File: src/inc/srf_pkg.sv
// Constants and types shared by the sensor read frame builder
`default_nettype none
package srf_pkg;
   // Frame framing
   localparam logic [7:0]  SRF_START      = 8'h7e;
   localparam logic [7:0]  SRF_TYPE       = 8'h94;
   localparam logic [15:0] SRF_LEN        = 16'h0017;
   localparam logic [7:0]  SRF_CKS_BASE   = 8'hff;
   localparam int          SRF_PAY_BYTES  = 23;
   localparam int          SRF_PAY_W      = 184;
   // Byte positions within the frame
   localparam logic [4:0]  SRF_OFF_START  = 5'h00;
   localparam logic [4:0]  SRF_OFF_LEN_HI = 5'h01;
   localparam logic [4:0]  SRF_OFF_LEN_LO = 5'h02;
   localparam logic [4:0]  SRF_OFF_TYPE   = 5'h03;
   localparam logic [4:0]  SRF_OFF_A64_HI = 5'h04;
   localparam logic [4:0]  SRF_OFF_A64_LO = 5'h0b;
   localparam logic [4:0]  SRF_OFF_A16_HI = 5'h0c;
   localparam logic [4:0]  SRF_OFF_A16_LO = 5'h0d;
   localparam logic [4:0]  SRF_OFF_OPT    = 5'h0e;
   localparam logic [4:0]  SRF_OFF_SENS   = 5'h0f;
   localparam logic [4:0]  SRF_OFF_AD_HI  = 5'h10;
   localparam logic [4:0]  SRF_OFF_AD_LO  = 5'h17;
   localparam logic [4:0]  SRF_OFF_T_HI   = 5'h18;
   localparam logic [4:0]  SRF_OFF_T_LO   = 5'h19;
   localparam logic [4:0]  SRF_OFF_CKS    = 5'h1a;
   // Receive option and sensor flags
   localparam logic [7:0]  SRF_RX_ACK     = 8'h01;
   localparam logic [7:0]  SRF_RX_BCAST   = 8'h02;
   localparam logic [7:0]  SRF_RX_ENC     = 8'h20;
   localparam logic [7:0]  SRF_SN_AD      = 8'h01;
   localparam logic [7:0]  SRF_SN_TEMP    = 8'h02;
   localparam logic [7:0]  SRF_SN_WATER   = 8'h60;
   localparam logic [7:0]  SRF_OPT_STD    = 8'h00;
   // Register map
   localparam logic [7:0]  SRF_REG_CTRL   = 8'h00;
   localparam logic [7:0]  SRF_REG_STAT   = 8'h04;
   localparam logic [7:0]  SRF_CTRL_RST   = 8'h00;

   typedef enum logic {SRF_IDLE, SRF_SEND} srf_state_t;

   typedef struct packed {
      logic [63:0] src64;
      logic [15:0] src16;
      logic [7:0]  rxopt;
      logic [7:0]  sens;
      logic [63:0] ad;
      logic [15:0] temp;
   } srf_sample_t;
endpackage
`default_nettype wire

File: src/inc/srf_frm_if.sv
// Link between the frame sequencer and the frame byte generator
`timescale 1ns/1ps
`default_nettype none
interface srf_frm_if;
   import srf_pkg::*;
   logic [4:0]  idx;
   srf_sample_t samp;
   logic [7:0]  byte_val;
   modport seq (output idx, output samp, input byte_val);
   modport gen (input idx, input samp, output byte_val);
endinterface
`default_nettype wire

File: src/rtl/srf_byte_gen.sv
// Frame byte generator: returns the frame byte at a given index
`timescale 1ns/1ps
`default_nettype none
module srf_byte_gen
   import srf_pkg::*;
(
   // Sequencer side
   srf_frm_if.gen f
);
   logic [SRF_PAY_W-1:0] pay;
   logic [7:0]           pb [SRF_PAY_BYTES];
   logic [7:0]           sum;

   // Type through temperature, most significant byte first
   assign pay = {SRF_TYPE, f.samp.src64, f.samp.src16, f.samp.rxopt,
                 f.samp.sens, f.samp.ad, f.samp.temp};

   genvar i;
   generate
      for (i = 0; i < SRF_PAY_BYTES; i++) begin : g_pb
         assign pb[i] = pay[SRF_PAY_W-1-8*i -: 8];
      end
   endgenerate

   always_comb begin
      sum = 8'h00;
      for (int k = 0; k < SRF_PAY_BYTES; k++) begin
         sum = sum + pb[k];
      end
   end

   always_comb begin
      if (f.idx == SRF_OFF_START) begin
         f.byte_val = SRF_START;
      end else if (f.idx == SRF_OFF_LEN_HI) begin
         f.byte_val = SRF_LEN[15:8];
      end else if (f.idx == SRF_OFF_LEN_LO) begin
         f.byte_val = SRF_LEN[7:0];
      end else if (f.idx == SRF_OFF_CKS) begin
         f.byte_val = SRF_CKS_BASE - sum;
      end else if (f.idx > SRF_OFF_CKS) begin
         f.byte_val = 8'h00;
      end else begin
         f.byte_val = pb[5'(f.idx - SRF_OFF_TYPE)];
      end
   end
endmodule
`default_nettype wire

File: src/rtl/srf_frame_builder.sv
// Sensor read frame builder with a classic Wishbone control port
`timescale 1ns/1ps
`default_nettype none
// Operation
// - Standard output option emits type byte 0x94
// - 64-bit source address, bytes 4-11, MSB first
// - 16-bit network address, bytes 12-13, MSB first
// - Receive options: ack, broadcast, encrypted flags
// - Sensor byte: analog, temperature, water flags
// - Four analog readings; all ones if absent
// - Temperature reading; 0xFFFF if absent
// - Checksum is 0xFF minus payload sum
// - Length counts bytes between length and checksum
module srf_frame_builder
   import srf_pkg::*;
#(
   parameter int ADR_W = 8
)(
   // Clock and reset
   input  wire logic             clk_sys,
   input  wire logic             srst,
   // Wishbone slave
   input  wire logic             wb_cyc_i,
   input  wire logic             wb_stb_i,
   input  wire logic             wb_we_i,
   input  wire logic [ADR_W-1:0] wb_adr_i,
   input  wire logic [3:0]       wb_sel_i,
   input  wire logic [31:0]      wb_dat_i,
   output logic      [31:0]      wb_dat_o,
   output logic                  wb_ack_o,
   // Incoming sensor sample
   input  wire logic             sample_valid,
   output logic                  sample_ready,
   input  wire logic [63:0]      src64_addr,
   input  wire logic [15:0]      src16_addr,
   input  wire logic             rx_acked,
   input  wire logic             rx_broadcast,
   input  wire logic             rx_encrypted,
   input  wire logic             ad_found,
   input  wire logic [63:0]      ad_values,
   input  wire logic             temp_found,
   input  wire logic [15:0]      temp_value,
   input  wire logic             water_detect_pin,
   // Serial frame byte stream
   output logic                  tx_valid,
   output logic      [7:0]       tx_data,
   input  wire logic             tx_ready
);
   typedef struct packed {
      srf_state_t  st;
      logic [4:0]  nxt;
      logic [4:0]  pos;
      logic        tx_valid;
      logic [7:0]  tx_data;
      logic        rdy;
      srf_sample_t samp;
      logic [7:0]  api_output_option;
      logic [15:0] frames;
      logic [7:0]  skipped;
      logic        ack;
      logic [31:0] rdata;
      logic [7:0]  acc;
   } srf_regs_t;

   srf_regs_t q;
   srf_regs_t next_q;
   srf_frm_if fi ();

   logic        req;
   logic        take;
   logic        adv;
   logic [31:0] stat_word;
   srf_sample_t cap;

   srf_byte_gen u_gen (
      .f (fi.gen)
   );

   assign fi.idx  = q.nxt;
   assign fi.samp = q.samp;

   assign req  = wb_cyc_i && wb_stb_i && !q.ack;
   assign take = sample_valid && q.rdy;
   assign adv  = !q.tx_valid || tx_ready;
   assign stat_word = {q.frames, q.skipped, 7'h00,
                       (q.st == SRF_SEND)};

   // Sample fields as they will appear in the frame
   always_comb begin
      cap.src64 = src64_addr;
      cap.src16 = src16_addr;
      cap.rxopt = (rx_acked     ? SRF_RX_ACK   : 8'h00)
                | (rx_broadcast ? SRF_RX_BCAST : 8'h00)
                | (rx_encrypted ? SRF_RX_ENC   : 8'h00);
      cap.sens  = (ad_found          ? SRF_SN_AD    : 8'h00)
                | (temp_found        ? SRF_SN_TEMP  : 8'h00)
                | (!water_detect_pin ? SRF_SN_WATER : 8'h00);
      cap.ad    = ad_found ? ad_values : {8{8'hff}};
      cap.temp  = temp_found ? temp_value : 16'hffff;
   end

   always_comb begin
      next_q     = q;
      next_q.ack = wb_cyc_i && wb_stb_i && !q.ack;
      // Write lands on the edge at which the master sees ack
      if (wb_cyc_i && wb_stb_i && q.ack && wb_we_i &&
          wb_adr_i == ADR_W'(SRF_REG_CTRL) && wb_sel_i[0]) begin
         next_q.api_output_option = wb_dat_i[7:0];
      end
      if (req) begin
         if (wb_adr_i == ADR_W'(SRF_REG_CTRL)) begin
            next_q.rdata = {24'h000000, q.api_output_option};
         end else if (wb_adr_i == ADR_W'(SRF_REG_STAT)) begin
            next_q.rdata = stat_word;
         end else begin
            next_q.rdata = 32'h00000000;
         end
      end
      unique case (q.st)
         SRF_IDLE: begin
            if (take) begin
               if (q.api_output_option == SRF_OPT_STD) begin
                  next_q.st   = SRF_SEND;
                  next_q.samp = cap;
                  next_q.nxt  = SRF_OFF_START;
                  next_q.acc  = 8'h00;
                  next_q.rdy  = 1'b0;
               end else begin
                  next_q.skipped = q.skipped + 8'h01;
               end
            end
         end
         SRF_SEND: begin
            if (q.tx_valid && tx_ready && q.pos >= SRF_OFF_TYPE &&
                q.pos < SRF_OFF_CKS) begin
               next_q.acc = q.acc + q.tx_data;
            end
            if (adv) begin
               if (q.tx_valid && q.pos == SRF_OFF_CKS) begin
                  next_q.st       = SRF_IDLE;
                  next_q.tx_valid = 1'b0;
                  next_q.rdy      = 1'b1;
                  next_q.frames   = q.frames + 16'h0001;
               end else begin
                  next_q.tx_data  = fi.byte_val;
                  next_q.tx_valid = 1'b1;
                  next_q.pos      = q.nxt;
                  next_q.nxt      = q.nxt + 5'h01;
               end
            end
         end
      endcase
   end

   always_ff @(posedge clk_sys) begin
      if (srst) begin
         q                   <= '0;
         q.st                <= SRF_IDLE;
         q.rdy               <= 1'b1;
         q.api_output_option <= SRF_CTRL_RST;
      end else begin
         q <= next_q;
      end
   end

   assign wb_dat_o     = q.rdata;
   assign wb_ack_o     = q.ack;
   assign sample_ready = q.rdy;
   assign tx_valid     = q.tx_valid;
   assign tx_data      = q.tx_data;

   property p_type_byte;
      @(posedge clk_sys) disable iff (srst)
      q.tx_valid && q.pos == SRF_OFF_TYPE |-> q.tx_data == SRF_TYPE;
   endproperty
   a_type_byte: assert property (p_type_byte)
      else $error("frame type byte wrong");

   property p_opt_gate;
      @(posedge clk_sys) disable iff (srst)
      take && q.api_output_option != SRF_OPT_STD |=> ##1 !q.tx_valid;
   endproperty
   a_opt_gate: assert property (p_opt_gate)
      else $error("frame sent with non-standard output option");

   property p_addr64;
      @(posedge clk_sys) disable iff (srst)
      q.tx_valid && q.pos == SRF_OFF_A64_HI |->
         q.tx_data == q.samp.src64[63:56];
   endproperty
   a_addr64: assert property (p_addr64)
      else $error("64-bit address not msb first");

   property p_addr64_lo;
      @(posedge clk_sys) disable iff (srst)
      q.tx_valid && q.pos == SRF_OFF_A64_LO |->
         q.tx_data == q.samp.src64[7:0];
   endproperty
   a_addr64_lo: assert property (p_addr64_lo)
      else $error("64-bit address lsb misplaced");

   property p_addr16;
      @(posedge clk_sys) disable iff (srst)
      q.tx_valid && tx_ready && q.pos == SRF_OFF_A16_HI |=>
         q.tx_valid && q.pos == SRF_OFF_A16_LO &&
         q.tx_data == q.samp.src16[7:0];
   endproperty
   a_addr16: assert property (p_addr16)
      else $error("16-bit address order wrong");

   property p_rxopt;
      @(posedge clk_sys) disable iff (srst)
      q.tx_valid && q.pos == SRF_OFF_OPT |->
         (q.tx_data & ~(SRF_RX_ACK | SRF_RX_BCAST | SRF_RX_ENC)) == 8'h00;
   endproperty
   a_rxopt: assert property (p_rxopt)
      else $error("receive options hold unknown flags");

   property p_sens;
      @(posedge clk_sys) disable iff (srst)
      take && q.api_output_option == SRF_OPT_STD && !water_detect_pin |=>
         (q.samp.sens & SRF_SN_WATER) == SRF_SN_WATER;
   endproperty
   a_sens: assert property (p_sens)
      else $error("water flag missing");

   property p_ad_absent;
      @(posedge clk_sys) disable iff (srst)
      q.tx_valid && q.pos >= SRF_OFF_AD_HI && q.pos <= SRF_OFF_AD_LO &&
         (q.samp.sens & SRF_SN_AD) == 8'h00 |-> q.tx_data == 8'hff;
   endproperty
   a_ad_absent: assert property (p_ad_absent)
      else $error("absent analog field not all ones");

   property p_temp_absent;
      @(posedge clk_sys) disable iff (srst)
      q.tx_valid && (q.pos == SRF_OFF_T_HI || q.pos == SRF_OFF_T_LO) &&
         (q.samp.sens & SRF_SN_TEMP) == 8'h00 |-> q.tx_data == 8'hff;
   endproperty
   a_temp_absent: assert property (p_temp_absent)
      else $error("absent temperature not 0xffff");

   property p_checksum;
      @(posedge clk_sys) disable iff (srst)
      q.tx_valid && q.pos == SRF_OFF_CKS |->
         8'(q.tx_data + q.acc) == SRF_CKS_BASE;
   endproperty
   a_checksum: assert property (p_checksum)
      else $error("checksum mismatch");

   property p_length;
      @(posedge clk_sys) disable iff (srst)
      // Only on the first cycle of the low byte, so a stall does not confuse it
      q.tx_valid && q.pos == SRF_OFF_LEN_LO && $past(q.pos) == SRF_OFF_LEN_HI |->
         q.tx_data == SRF_LEN[7:0] && $past(q.tx_data) == SRF_LEN[15:8];
   endproperty
   a_length: assert property (p_length)
      else $error("length field wrong");

   property p_ad_order;
      @(posedge clk_sys) disable iff (srst)
      q.tx_valid && q.pos == SRF_OFF_AD_HI |->
         q.tx_data == q.samp.ad[63:56];
   endproperty
   a_ad_order: assert property (p_ad_order)
      else $error("analog reading A not msb first");

   property p_hold;
      @(posedge clk_sys) disable iff (srst)
      q.tx_valid && !tx_ready |=> q.tx_valid && $stable(q.tx_data);
   endproperty
   a_hold: assert property (p_hold)
      else $error("byte changed while stalled");

   property p_start;
      @(posedge clk_sys) disable iff (srst)
      $rose(q.tx_valid) |->
         q.pos == SRF_OFF_START && q.tx_data == SRF_START;
   endproperty
   a_start: assert property (p_start)
      else $error("frame does not open with the start delimiter");

   property p_ad_last;
      @(posedge clk_sys) disable iff (srst)
      q.tx_valid && q.pos == SRF_OFF_AD_LO |->
         q.tx_data == q.samp.ad[7:0];
   endproperty
   a_ad_last: assert property (p_ad_last)
      else $error("analog reading D low byte misplaced");

   property p_temp_order;
      @(posedge clk_sys) disable iff (srst)
      q.tx_valid && q.pos == SRF_OFF_T_HI |->
         q.tx_data == q.samp.temp[15:8];
   endproperty
   a_temp_order: assert property (p_temp_order)
      else $error("temperature not msb first");

   property p_frame_end;
      @(posedge clk_sys) disable iff (srst)
      q.tx_valid && tx_ready && q.pos == SRF_OFF_CKS |=>
         !q.tx_valid && q.rdy && q.st == SRF_IDLE;
   endproperty
   a_frame_end: assert property (p_frame_end)
      else $error("frame does not end after the checksum byte");
endmodule
`default_nettype wire

File: config.mk
export PLATFORM = sky130hd
export DESIGN_NAME = srf_frame_builder
export DESIGN_NICKNAME = d
export VERILOG_FILES = /design/src/inc/srf_pkg.sv /design/src/inc/srf_frm_if.sv /design/src/rtl/srf_byte_gen.sv /design/src/rtl/srf_frame_builder.sv
export SDC_FILE = /design/constraint.sdc
export NUM_CORES = 1
export LEC_CHECK = 0
export BUFFER_PORTS_ARGS = -buffer_cell sky130_fd_sc_hd__buf_2
export CAP_MARGIN = 20
export CORE_ASPECT_RATIO = 0.6
export CORE_UTILIZATION = 40
export CTS_BUF_LIST = sky130_fd_sc_hd__clkbuf_8
export CTS_CLUSTER_DIAMETER = 50
export CTS_CLUSTER_SIZE = 10
export DETAILED_ROUTE_END_ITERATION = 8
export PLACE_DENSITY = 0.71
export SYNTH_ARGS = -nofsm -noshare
export SYNTH_HDL_FRONTEND = slang
export SYNTH_SLANG_ARGS = --single-unit
File: constraint.sdc
create_clock -name clk_sys -period 7.8 [get_ports clk_sys]
set_clock_uncertainty 0.1 [all_clocks]
set_input_delay 1.56 -clock clk_sys [delete_from_list [all_inputs] [get_ports clk_sys]]
set_output_delay 1.56 -clock clk_sys [all_outputs]
set_load 0.005 [all_outputs]
=== Yosys cells after proc, flatten, opt, wreduce, memory -nomap -nowiden ===
Index checks and enable logic that the tools add are counted.

* Input bits: 217
* Register bits: 262
* Bits in latches: 0
* Memories kept: 0
* Memory bits (read-only): 0
* Bits in writable memories: 0

* Shift operators: 0
* Divide/modulo/power cells: 0
* Magnitude comparators: 2
* $add $sub $neg: 27
* Eq/ne operators: 10
* Bitwise gates (word level): 8
* Multiplexer cells: 29
* $mul: 0
* Reduce and logical (&&, ||, !) cells: 21

{| class="wikitable"
|+ Operator list
! cell !! number
|-
| $mux W177 || 2
|-
| $add A8 B8 Y8 || 21
|-
| $mux W32 || 2
|-
| $mux W64 || 1
|-
| $mux W8 || 8
|-
| $bmux W8 S5 || 1
|-
| $mux W21 || 1
|-
| $mux W6 || 3
|-
| $add A16 B1 Y16 const B || 1
|-
| $logic_not A8 Y1 || 2
|-
| $mux W16 || 1
|-
| $pmux W6 S2 || 1
|-
| $reduce_and A3 Y1 || 4
|-
| $eq A5 B5 Y1 const B || 2
|-
| $mux W10 || 1
|-
| $add A8 B1 Y8 const B || 1
|-
| $add A8 B8 Y8 const A || 1
|-
| $eq A8 B3 Y1 const B || 1
|-
| $logic_and A1 B1 Y1 || 8
|-
| $reduce_and A4 Y1 || 2
|-
| $sub A8 B8 Y8 const A || 1
|-
| $mux W7 || 1
|-
| $or A2 B7 Y7 || 1
|-
| $ge A6 B6 Y1 const B || 1
|-
| 18 further kinds || 29
|}

=== Logic depth before layout (Yosys ltp) ===
Gate-level depths: netlist of run 1.

* Word-level depth: 30
* Gate-level depth with buffers: 21
* Depth with buffers taken out: 21

=== Hierarchy ===
Synthesis of run 1 repeated with hierarchy kept, for this count alone.

* Cell total of the unflattened synthesis: 1720
* Area, all modules: 15351.0 um^2

{| class="wikitable"
|+ By module, submodules not included
! module !! cells an instance !! seq. area each (um^2) !! area each (um^2) !! times used
|-
| srf_frame_builder || 1119 || 5044.8 || 9640.5 || 1
|-
| srf_byte_gen || 601 || 0.0 || 5710.5 || 1
|}

=== Worst setup path before layout of run 1 ===
Ideal clock, no wire load.

* Path kind: register -> register
* Start: register q (netlist bit fi.samp[11])
* End: register q (netlist bit tx_data[7])
* Setup time: 0.131 ns
* Cell stages (with the launch flop): 20
* Period minus slack after synthesis: 5.400 ns
* Setup slack: 2.400 ns
* Data arrival time: 5.169 ns
* Required time: 7.569 ns
* Cell sequence: dfxtp_1 inv_1 fa_1 inv_1 fa_1 fa_1 inv_1 fa_1 fa_1 fa_1 inv_1 fa_1 inv_1 ha_1 a211oi_1 o21bai_1 a21oi_1 xnor2_1 and4b_1 nor4_2

* Longest elaborated chain between the ends: 7

{| class="wikitable"
|+ Ends and longest elaborated chain
! what !! RTL line !! source
|-
| from (decl) || srf_frame_builder.sv:65 || <nowiki>srf_regs_t q;</nowiki>
|-
| from (signal assigned) || srf_frame_builder.sv:162 || <nowiki>q <= next_q;</nowiki>
|-
| $add A8 B8 Y8 (2 in series) || srf_byte_gen.sv:28 || <nowiki>sum = sum + pb[k];</nowiki>
|-
| $sub A8 B8 Y8 || srf_byte_gen.sv:40 || <nowiki>f.byte_val = SRF_CKS_BASE - sum;</nowiki>
|-
| $mux W8 || srf_byte_gen.sv:39 || <nowiki>end else if (f.idx == SRF_OFF_CKS) begin</nowiki>
|-
| $mux W8 || srf_byte_gen.sv:37 || <nowiki>end else if (f.idx == SRF_OFF_LEN_LO) begin</nowiki>
|-
| $mux W8 || srf_byte_gen.sv:35 || <nowiki>end else if (f.idx == SRF_OFF_LEN_HI) begin</nowiki>
|-
| $mux W8 || srf_byte_gen.sv:33 || <nowiki>if (f.idx == SRF_OFF_START) begin</nowiki>
|}

Every way passes these cells.
A chain may end at the register's enable or synchronous reset.

=== Worst setup path after layout of run 1 ===
* Start: register q (netlist bit fi.samp[112])
* End: register q (netlist bit tx_data[7])

* Longest elaborated chain between the ends: 20

{| class="wikitable"
|+ Ends and longest elaborated chain
! what !! RTL line
|-
| $add A8 B8 Y8 (15 in series) || srf_byte_gen.sv:28
|-
| $sub A8 B8 Y8 || srf_byte_gen.sv:40
|-
| $mux W8 || srf_byte_gen.sv:39
|-
| $mux W8 || srf_byte_gen.sv:37
|-
| $mux W8 || srf_byte_gen.sv:35
|-
| $mux W8 || srf_byte_gen.sv:33
|}

Every way passes these cells.

==> out/metrics.cfg, run 1 <==
[run_status]
outcome = finished clean

[sta]
max_freq_ghz = 0.172
layout_min_cycle_time_ns = 5.83
setup_violations = 0
fin_tns_setup_ns = 0
rsz0062_at_grt = false
finalHoldViolations = 0
relSlewSlack_pct = 27.8
final-max-slew-violation-count = 0
tightest_slew_ns = 1.08
fin_crit_sh_pct = 74.7

[setup_path]
crit_family = adder cells
cp_common_cell = fa_1
cp_max_fo = 3
critPathKind = reg2reg
cp_cell_sequence = inv_1, fa_1, fa_1, inv_1, fa_1, inv_1, fa_1, fa_1, fa_1, inv_1, fa_1, inv_1, ha_1, a211oi_1, o21bai_1, a21oi_1, xnor2_1, and4b_1, nor4_2
cp.required_ns = 8.13
cp-end-kind = flop
crit_arrival_ns = 6.16
slowest_stage = fa_1
path_buf_inv = 5
rrSetupSlack_ns = 1.97
startpoint_type = flop
slowest_delay_ns = 0.56

[detailed_routing]
drtAntennaViolNets = 0
vias = 12100
drt_wl_total_um = 42500
drt-pass1-iter-count = 5
drcViolationCount = 0
avgRoutedWirePerCell_um = 18.5
viasPerCell = 5.25
drt_iter0_drc = 934

[die]
initial_utilization_pct = 41.1
die_height_um = 153
die_x_um = 253
io_pins = 260
rows = 54
dieArea_mm2 = 0.0386
core_mm2 = 0.0368

[power_and_ir_drop]
power_leakage_nw = 6.74
p_sw_mw = 2.77
power_frac_seq_pct = 22.4
pwr-share-comb_pct = 63.9
swShare_pct = 43.0
power.share.clock_pct = 13.7
p_per_area_mw_per_mm2 = 384
vdd_drop_max_mv = 0.823
internal_power_mw = 3.68

[clocking]
clk_pin_slew_ns = 0.07
clock-root-buffer = clkbuf_8
clk_latency_ns = 0.61
ctsResizeCount = 0
numCtsBuffers = 30
postCtsSetupRepairBufs = 0
cts.path.max_buffers = 3
postCtsHoldBufs = 0
clock_sinks = 252
cts_tree = yes
cts.htree.levels = 1

[yosys]
synth_fp_nets = 2025
async_flop_share_pct = 0
yosys_most_used_dff = dfxtp_1
syn-cell-area_mm2 = 0.0151
syn_area_per_cell_um2 = 9.12
netlist_instances = 1659
ys_types = 67
synth_edf_count = 0
ys_ff_latch = 252
synth_warnings = 0
yosysSeqAreaShare_pct = 33.4

[cells_and_area]
area_growth_pct = 11.2
layout_commonest_cell = dfxtp_1
postLayoutCoreUtil_pct = 45.7
nets = 2158
layout_common_cells = dfxtp_1, buf_2, nand2_1
finalInstanceArea_mm2 = 0.0168
layout-drive-gt1-share_pct = 19.1

[global_route]
antenna_found_initial = 1
grt_overflow_total = 0
grt_pass1_wl_um = 66800
grt_max_degree = 198
grtUsageTotal_pct = 22.2
grt_pass1_vias = 11800

[placement]
place_area_mm2 = 0.0163
dpl.hpwl_um = 32200
numPortBuffers = 232
globalplace.congestion = 0.932

[worst_hold_path]
hold_class = reg2reg

[run]
maxCapViolations = 0

-- worst paths after layout --
check,start,endpoint,cells past startpoint
worst max-delay path,fi.samp[112],tx_data[7],19
worst min-delay path,wb_dat_o[4],wb_dat_o[4],2
worst max register to register,fi.samp[112],tx_data[7],19
worst min register to register,wb_dat_o[4],wb_dat_o[4],2
-- metrics by stage --
step | cells | power (mW) | hold slack, ns | worst slack (ns)
after floorplan | 1659 | 4.64 | 0.331 | 2.40
after global placement | 2263 | 5.47 | 0.339 | 2.10
after detailed placement | 2263 | 5.54 | 0.342 | 2.09
after CTS | 2301 | 6.46 | 0.352 | 2.07
after global routing | 2302 | 7.10 | 0.379 | 1.76
final | 2303 | 6.46 | 0.349 | 1.97
-- synth_stat cells (3+ instances only) --
cell type / instances / area share [%]
dfxtp_1: 252 / 33
nand2_1: 226 / 5.6
inv_1: 182 / 4.5
a21oi_1: 124 / 4.1
fa_1: 115 / 15
nor2_1: 100 / 2.5
nor3b_1: 85 / 4.2
clkbuf_1: 72 / 1.8
nor3_1: 64 / 2.1
buf_4: 45 / 2.2
a211oi_1: 36 / 1.8
xnor2_1: 36 / 2.1
ha_1: 34 / 2.8
o21ai_0: 29 / 0.96
a22o_1: 24 / 1.4
buf_2: 23 / 0.76
mux4_2: 23 / 3.4
mux2i_1: 22 / 1.5
mux2_2: 18 / 1.3
xor2_1: 17 / 0.98
nand3_1: 15 / 0.50
nand4_1: 10 / 0.41
or3_1: 6 / 0.25
a211o_1: 5 / 0.29
a221o_1: 5 / 0.33
and2_1: 5 / 0.21
nand3b_1: 5 / 0.25
o221a_2: 5 / 0.37
a221oi_1: 4 / 0.23
a31oi_1: 4 / 0.17
nand2b_1: 4 / 0.17
nor4_1: 4 / 0.17
o22ai_1: 4 / 0.17
or2_2: 4 / 0.17
xnor3_1: 4 / 0.60
a21o_1: 3 / 0.15
nor4_2: 3 / 0.25
o32ai_1: 3 / 0.17
-- cells by family after synthesis --
family | after synthesis | synth area share, %
multiplexers | 63 | 6.22
AO/OA/AOI/OAI | 266 | 11.3
flip-flops | 252 | 33.4
buffers and inverters | 325 | 9.42
adder cells (fa/ha/maj) | 149 | 18.0
AND/OR/NAND/NOR | 544 | 17.6
XOR/XNOR | 60 | 4.14
-- final cells by class --
class / instances / area (um2)
flip-flops and latches: 252 / 5050
diodes: 1 / 2.50
clock inverters: 5 / 55.1
fillers: 3559 / 19900
multi-input cells: 1082 / 8670
well taps: 504 / 631
clock buffers: 33 / 454
repair buffers: 244 / 1270
inverters: 182 / 683
-- sequential cells by signal, summed over array words and instances (netlist names) --
signal	flops
fi.samp	166
q	38
wb_dat_o	32
tx_data	8
fi.idx	5
sample_ready	1
tx_valid	1
wb_ack_o	1
-- layer usage --
| layer | global-route usage [%] | wire length, um |
|---|---|---|
| met4 | 4.44 | 753 |
| met1 | 31.4 | 19500 |
| met2 | 33.7 | 18700 |
| met3 | 6.32 | 3560 |
| met5 | 0 | 0 |
-- power groups by stage --
stage	sequential, mW	clock (mW)	combinational [mW]
global placement	1.47	0	4.00
floorplan	1.44	0	3.20
global route	1.45	0.963	4.68
detailed placement	1.47	0	4.07
CTS	1.44	0.907	4.11
finish	1.44	0.885	4.13
-- worst reg2reg max path: cells and delay by family (launching register included) --
kind | cells | cell delay [ns]
AOI/OAI and AO/OA | 3 | 0.67
xor gates and xnor gates | 1 | 0.17
DFF | 1 | 0.49
and+or+nand+nor | 2 | 0.29
adders and majority gates | 8 | 3.57
buffers and inverters | 5 | 0.37
Note: power is estimated with default switching activity, not from simulation.
==> run 2: changes to the inputs <==
==> constraint.sdc (replaced) <==
create_clock -name clk_sys -period 5.7 [get_ports clk_sys]
set_clock_uncertainty 0.1 [all_clocks]
set_input_delay 1.14 -clock clk_sys [delete_from_list [all_inputs] [get_ports clk_sys]]
set_output_delay 1.14 -clock clk_sys [all_outputs]
set_load 0.005 [all_outputs]
==> out/metrics.cfg, run 2 (synthesis gave the netlist of run 1 again) <==
[run_status]
outcome = finished clean

[clocking]
numCtsBuffers = 30
clk_pin_slew_ns = 0.08
cts_tree = yes
clk_latency_ns = 0.63
cts.path.max_buffers = 3
clock_sinks = 252
cts.htree.levels = 1
postCtsHoldBufs = 0
clock-root-buffer = clkbuf_8

[sta]
setup_violations = 0
relSlewSlack_pct = 20.2
final-max-slew-violation-count = 0
whs_ns = 0.349
fin_ws_ns = 0.205
rsz0062_at_grt = false
max_freq_ghz = 0.182
tightest_slew_ns = 1.17
fin_crit_sh_pct = 96.4
fin_tns_setup_ns = 0
layout_min_cycle_time_ns = 5.50
finalHoldViolations = 0

[setup_path]
crit_arrival_ns = 5.90
cp_max_fo = 3
cp.required_ns = 6.10
cp_common_cell = fa_1
critPathKind = reg2reg
cp_cell_sequence = fa_2, inv_1, fa_1, inv_1, fa_1, fa_1, fa_1, fa_1, inv_1, ha_1, ha_2, fa_2, a21o_1, a21oi_2, xnor2_1, nand2_1, o311ai_1, o221a_2
cp-end-kind = flop
slowest_stage = fa_2
slowest_delay_ns = 0.62
startpoint_type = flop

[detailed_routing]
vias = 12300
drt_wl_total_um = 44300
viasPerCell = 5.24
avgRoutedWirePerCell_um = 18.9
drt_iter0_drc = 1035
drt-pass1-iter-count = 8
drtAntennaViolNets = 0
drcViolationCount = 0

[placement]
numPortBuffers = 232
dpl.hpwl_um = 33500
dp_slack_ns = -0.00803
globalplace.congestion = 0.954

[global_route]
grt_max_degree = 198
antenna_found_initial = 4
grtUsageTotal_pct = 23.2
grt_pass1_vias = 12400
grt_pass1_wl_um = 69600
grt_overflow_total = 0

[power_and_ir_drop]
power_leakage_nw = 6.95
p_per_area_mw_per_mm2 = 592
vdd_drop_max_mv = 1.48

[run]
maxCapViolations = 0

[die]
dieArea_mm2 = 0.0386
initial_utilization_pct = 41.1
io_pins = 260
rows = 54
die_x_um = 253
core_mm2 = 0.0368
die_height_um = 153

[cells_and_area]
layout_commonest_cell = dfxtp_1
nets = 2200
layout_common_cells = dfxtp_1, buf_2, nand2_1
layout-drive-gt1-share_pct = 21.9
area_growth_pct = 13.7
postLayoutCoreUtil_pct = 46.8
largest_register_ffs = 166

[worst_hold_path]
hold_class = reg2reg

## run 2: changes by cell type in the layout (fill, tap and decap cells not counted), moves of 2 or more
cell     previous run  this run
ha_1               33        29
fa_2                0         5
dfxtp_2             1         3
a21oi_1           124       122
fa_1              115       110
buf_4              10        50
ha_4                0         3
a21oi_2             0         2
dfxtp_1           251       249
## run 2: cell type report
| cell class | count | area (um2) |
|---|---|---|
| Fill cell | 3544 | 19600 |
| Multi-Input combinational cell | 1082 | 8750 |
| Sequential cell | 252 | 5050 |
| Timing Repair Buffer | 286 | 1620 |
| Inverter | 182 | 683 |
| Tap cell | 504 | 631 |
| Clock buffer | 32 | 440 |
| Clock inverter | 5 | 28.8 |
| Antenna cell | 1 | 2.50 |
## run 2: routing by layer
| layer | GRT usage, % | routed length (um) | up-vias |
|---|---|---|---|
| met2 | 34.8 | 19000 | 465 |
| met5 | 0.373 | 18 | - |
| li1 | - | - | 5810 |
| met3 | 6.39 | 4120 | 65 |
| met1 | 33.0 | 20200 | 5939 |
| met4 | 5.40 | 918 | 2 |
## run 2: critical path, delay by kind of cell, from the launching register on
family / cells / cell delay, ns
xor gates and xnor gates: 1 / 0.07
buffers and inverters: 3 / 0.16
adders and majority gates: 9 / 3.95
and+or+nand+nor: 1 / 0.06
AOI/OAI and AO/OA: 4 / 0.68
DFF: 1 / 0.34
## run 2: what timing repair did
action	CTS	global route
resized for setup	2	18
buffers inserted	0	1
gates cloned	0	0
pin swaps	0	11
setup endpoints to repair	1	2
hold endpoints to repair	0	0
## run 2: final timing paths
| path | start | depth (start not counted) | slack [ns] | end |
|---|---|---|---|---|
| worst max-delay path | fi.samp[105] | 18 | 0.20 | tx_data[6] |
| worst min-delay path | wb_dat_o[4] | 2 | 0.35 | wb_dat_o[4] |
| worst max register to register | fi.samp[105] | 18 | 0.20 | tx_data[6] |
| worst min register to register | wb_dat_o[4] | 2 | 0.35 | wb_dat_o[4] |
## run 2: power by group
part | switching, mW | internal [mW] | total, mW
combinational | 3.66 | 3.39 | 7.05
clock | 0.661 | 0.502 | 1.16
sequential | 0.0953 | 1.87 | 1.96
## run 2: through the flow
step	power (mW)	area, um2	cells
floorplan	6.35	15100	1659
global placement	7.61	16600	2303
detailed placement	7.73	16600	2303
CTS	9.02	17100	2340
global route	11.2	17200	2344
finish	10.2	17200	2344
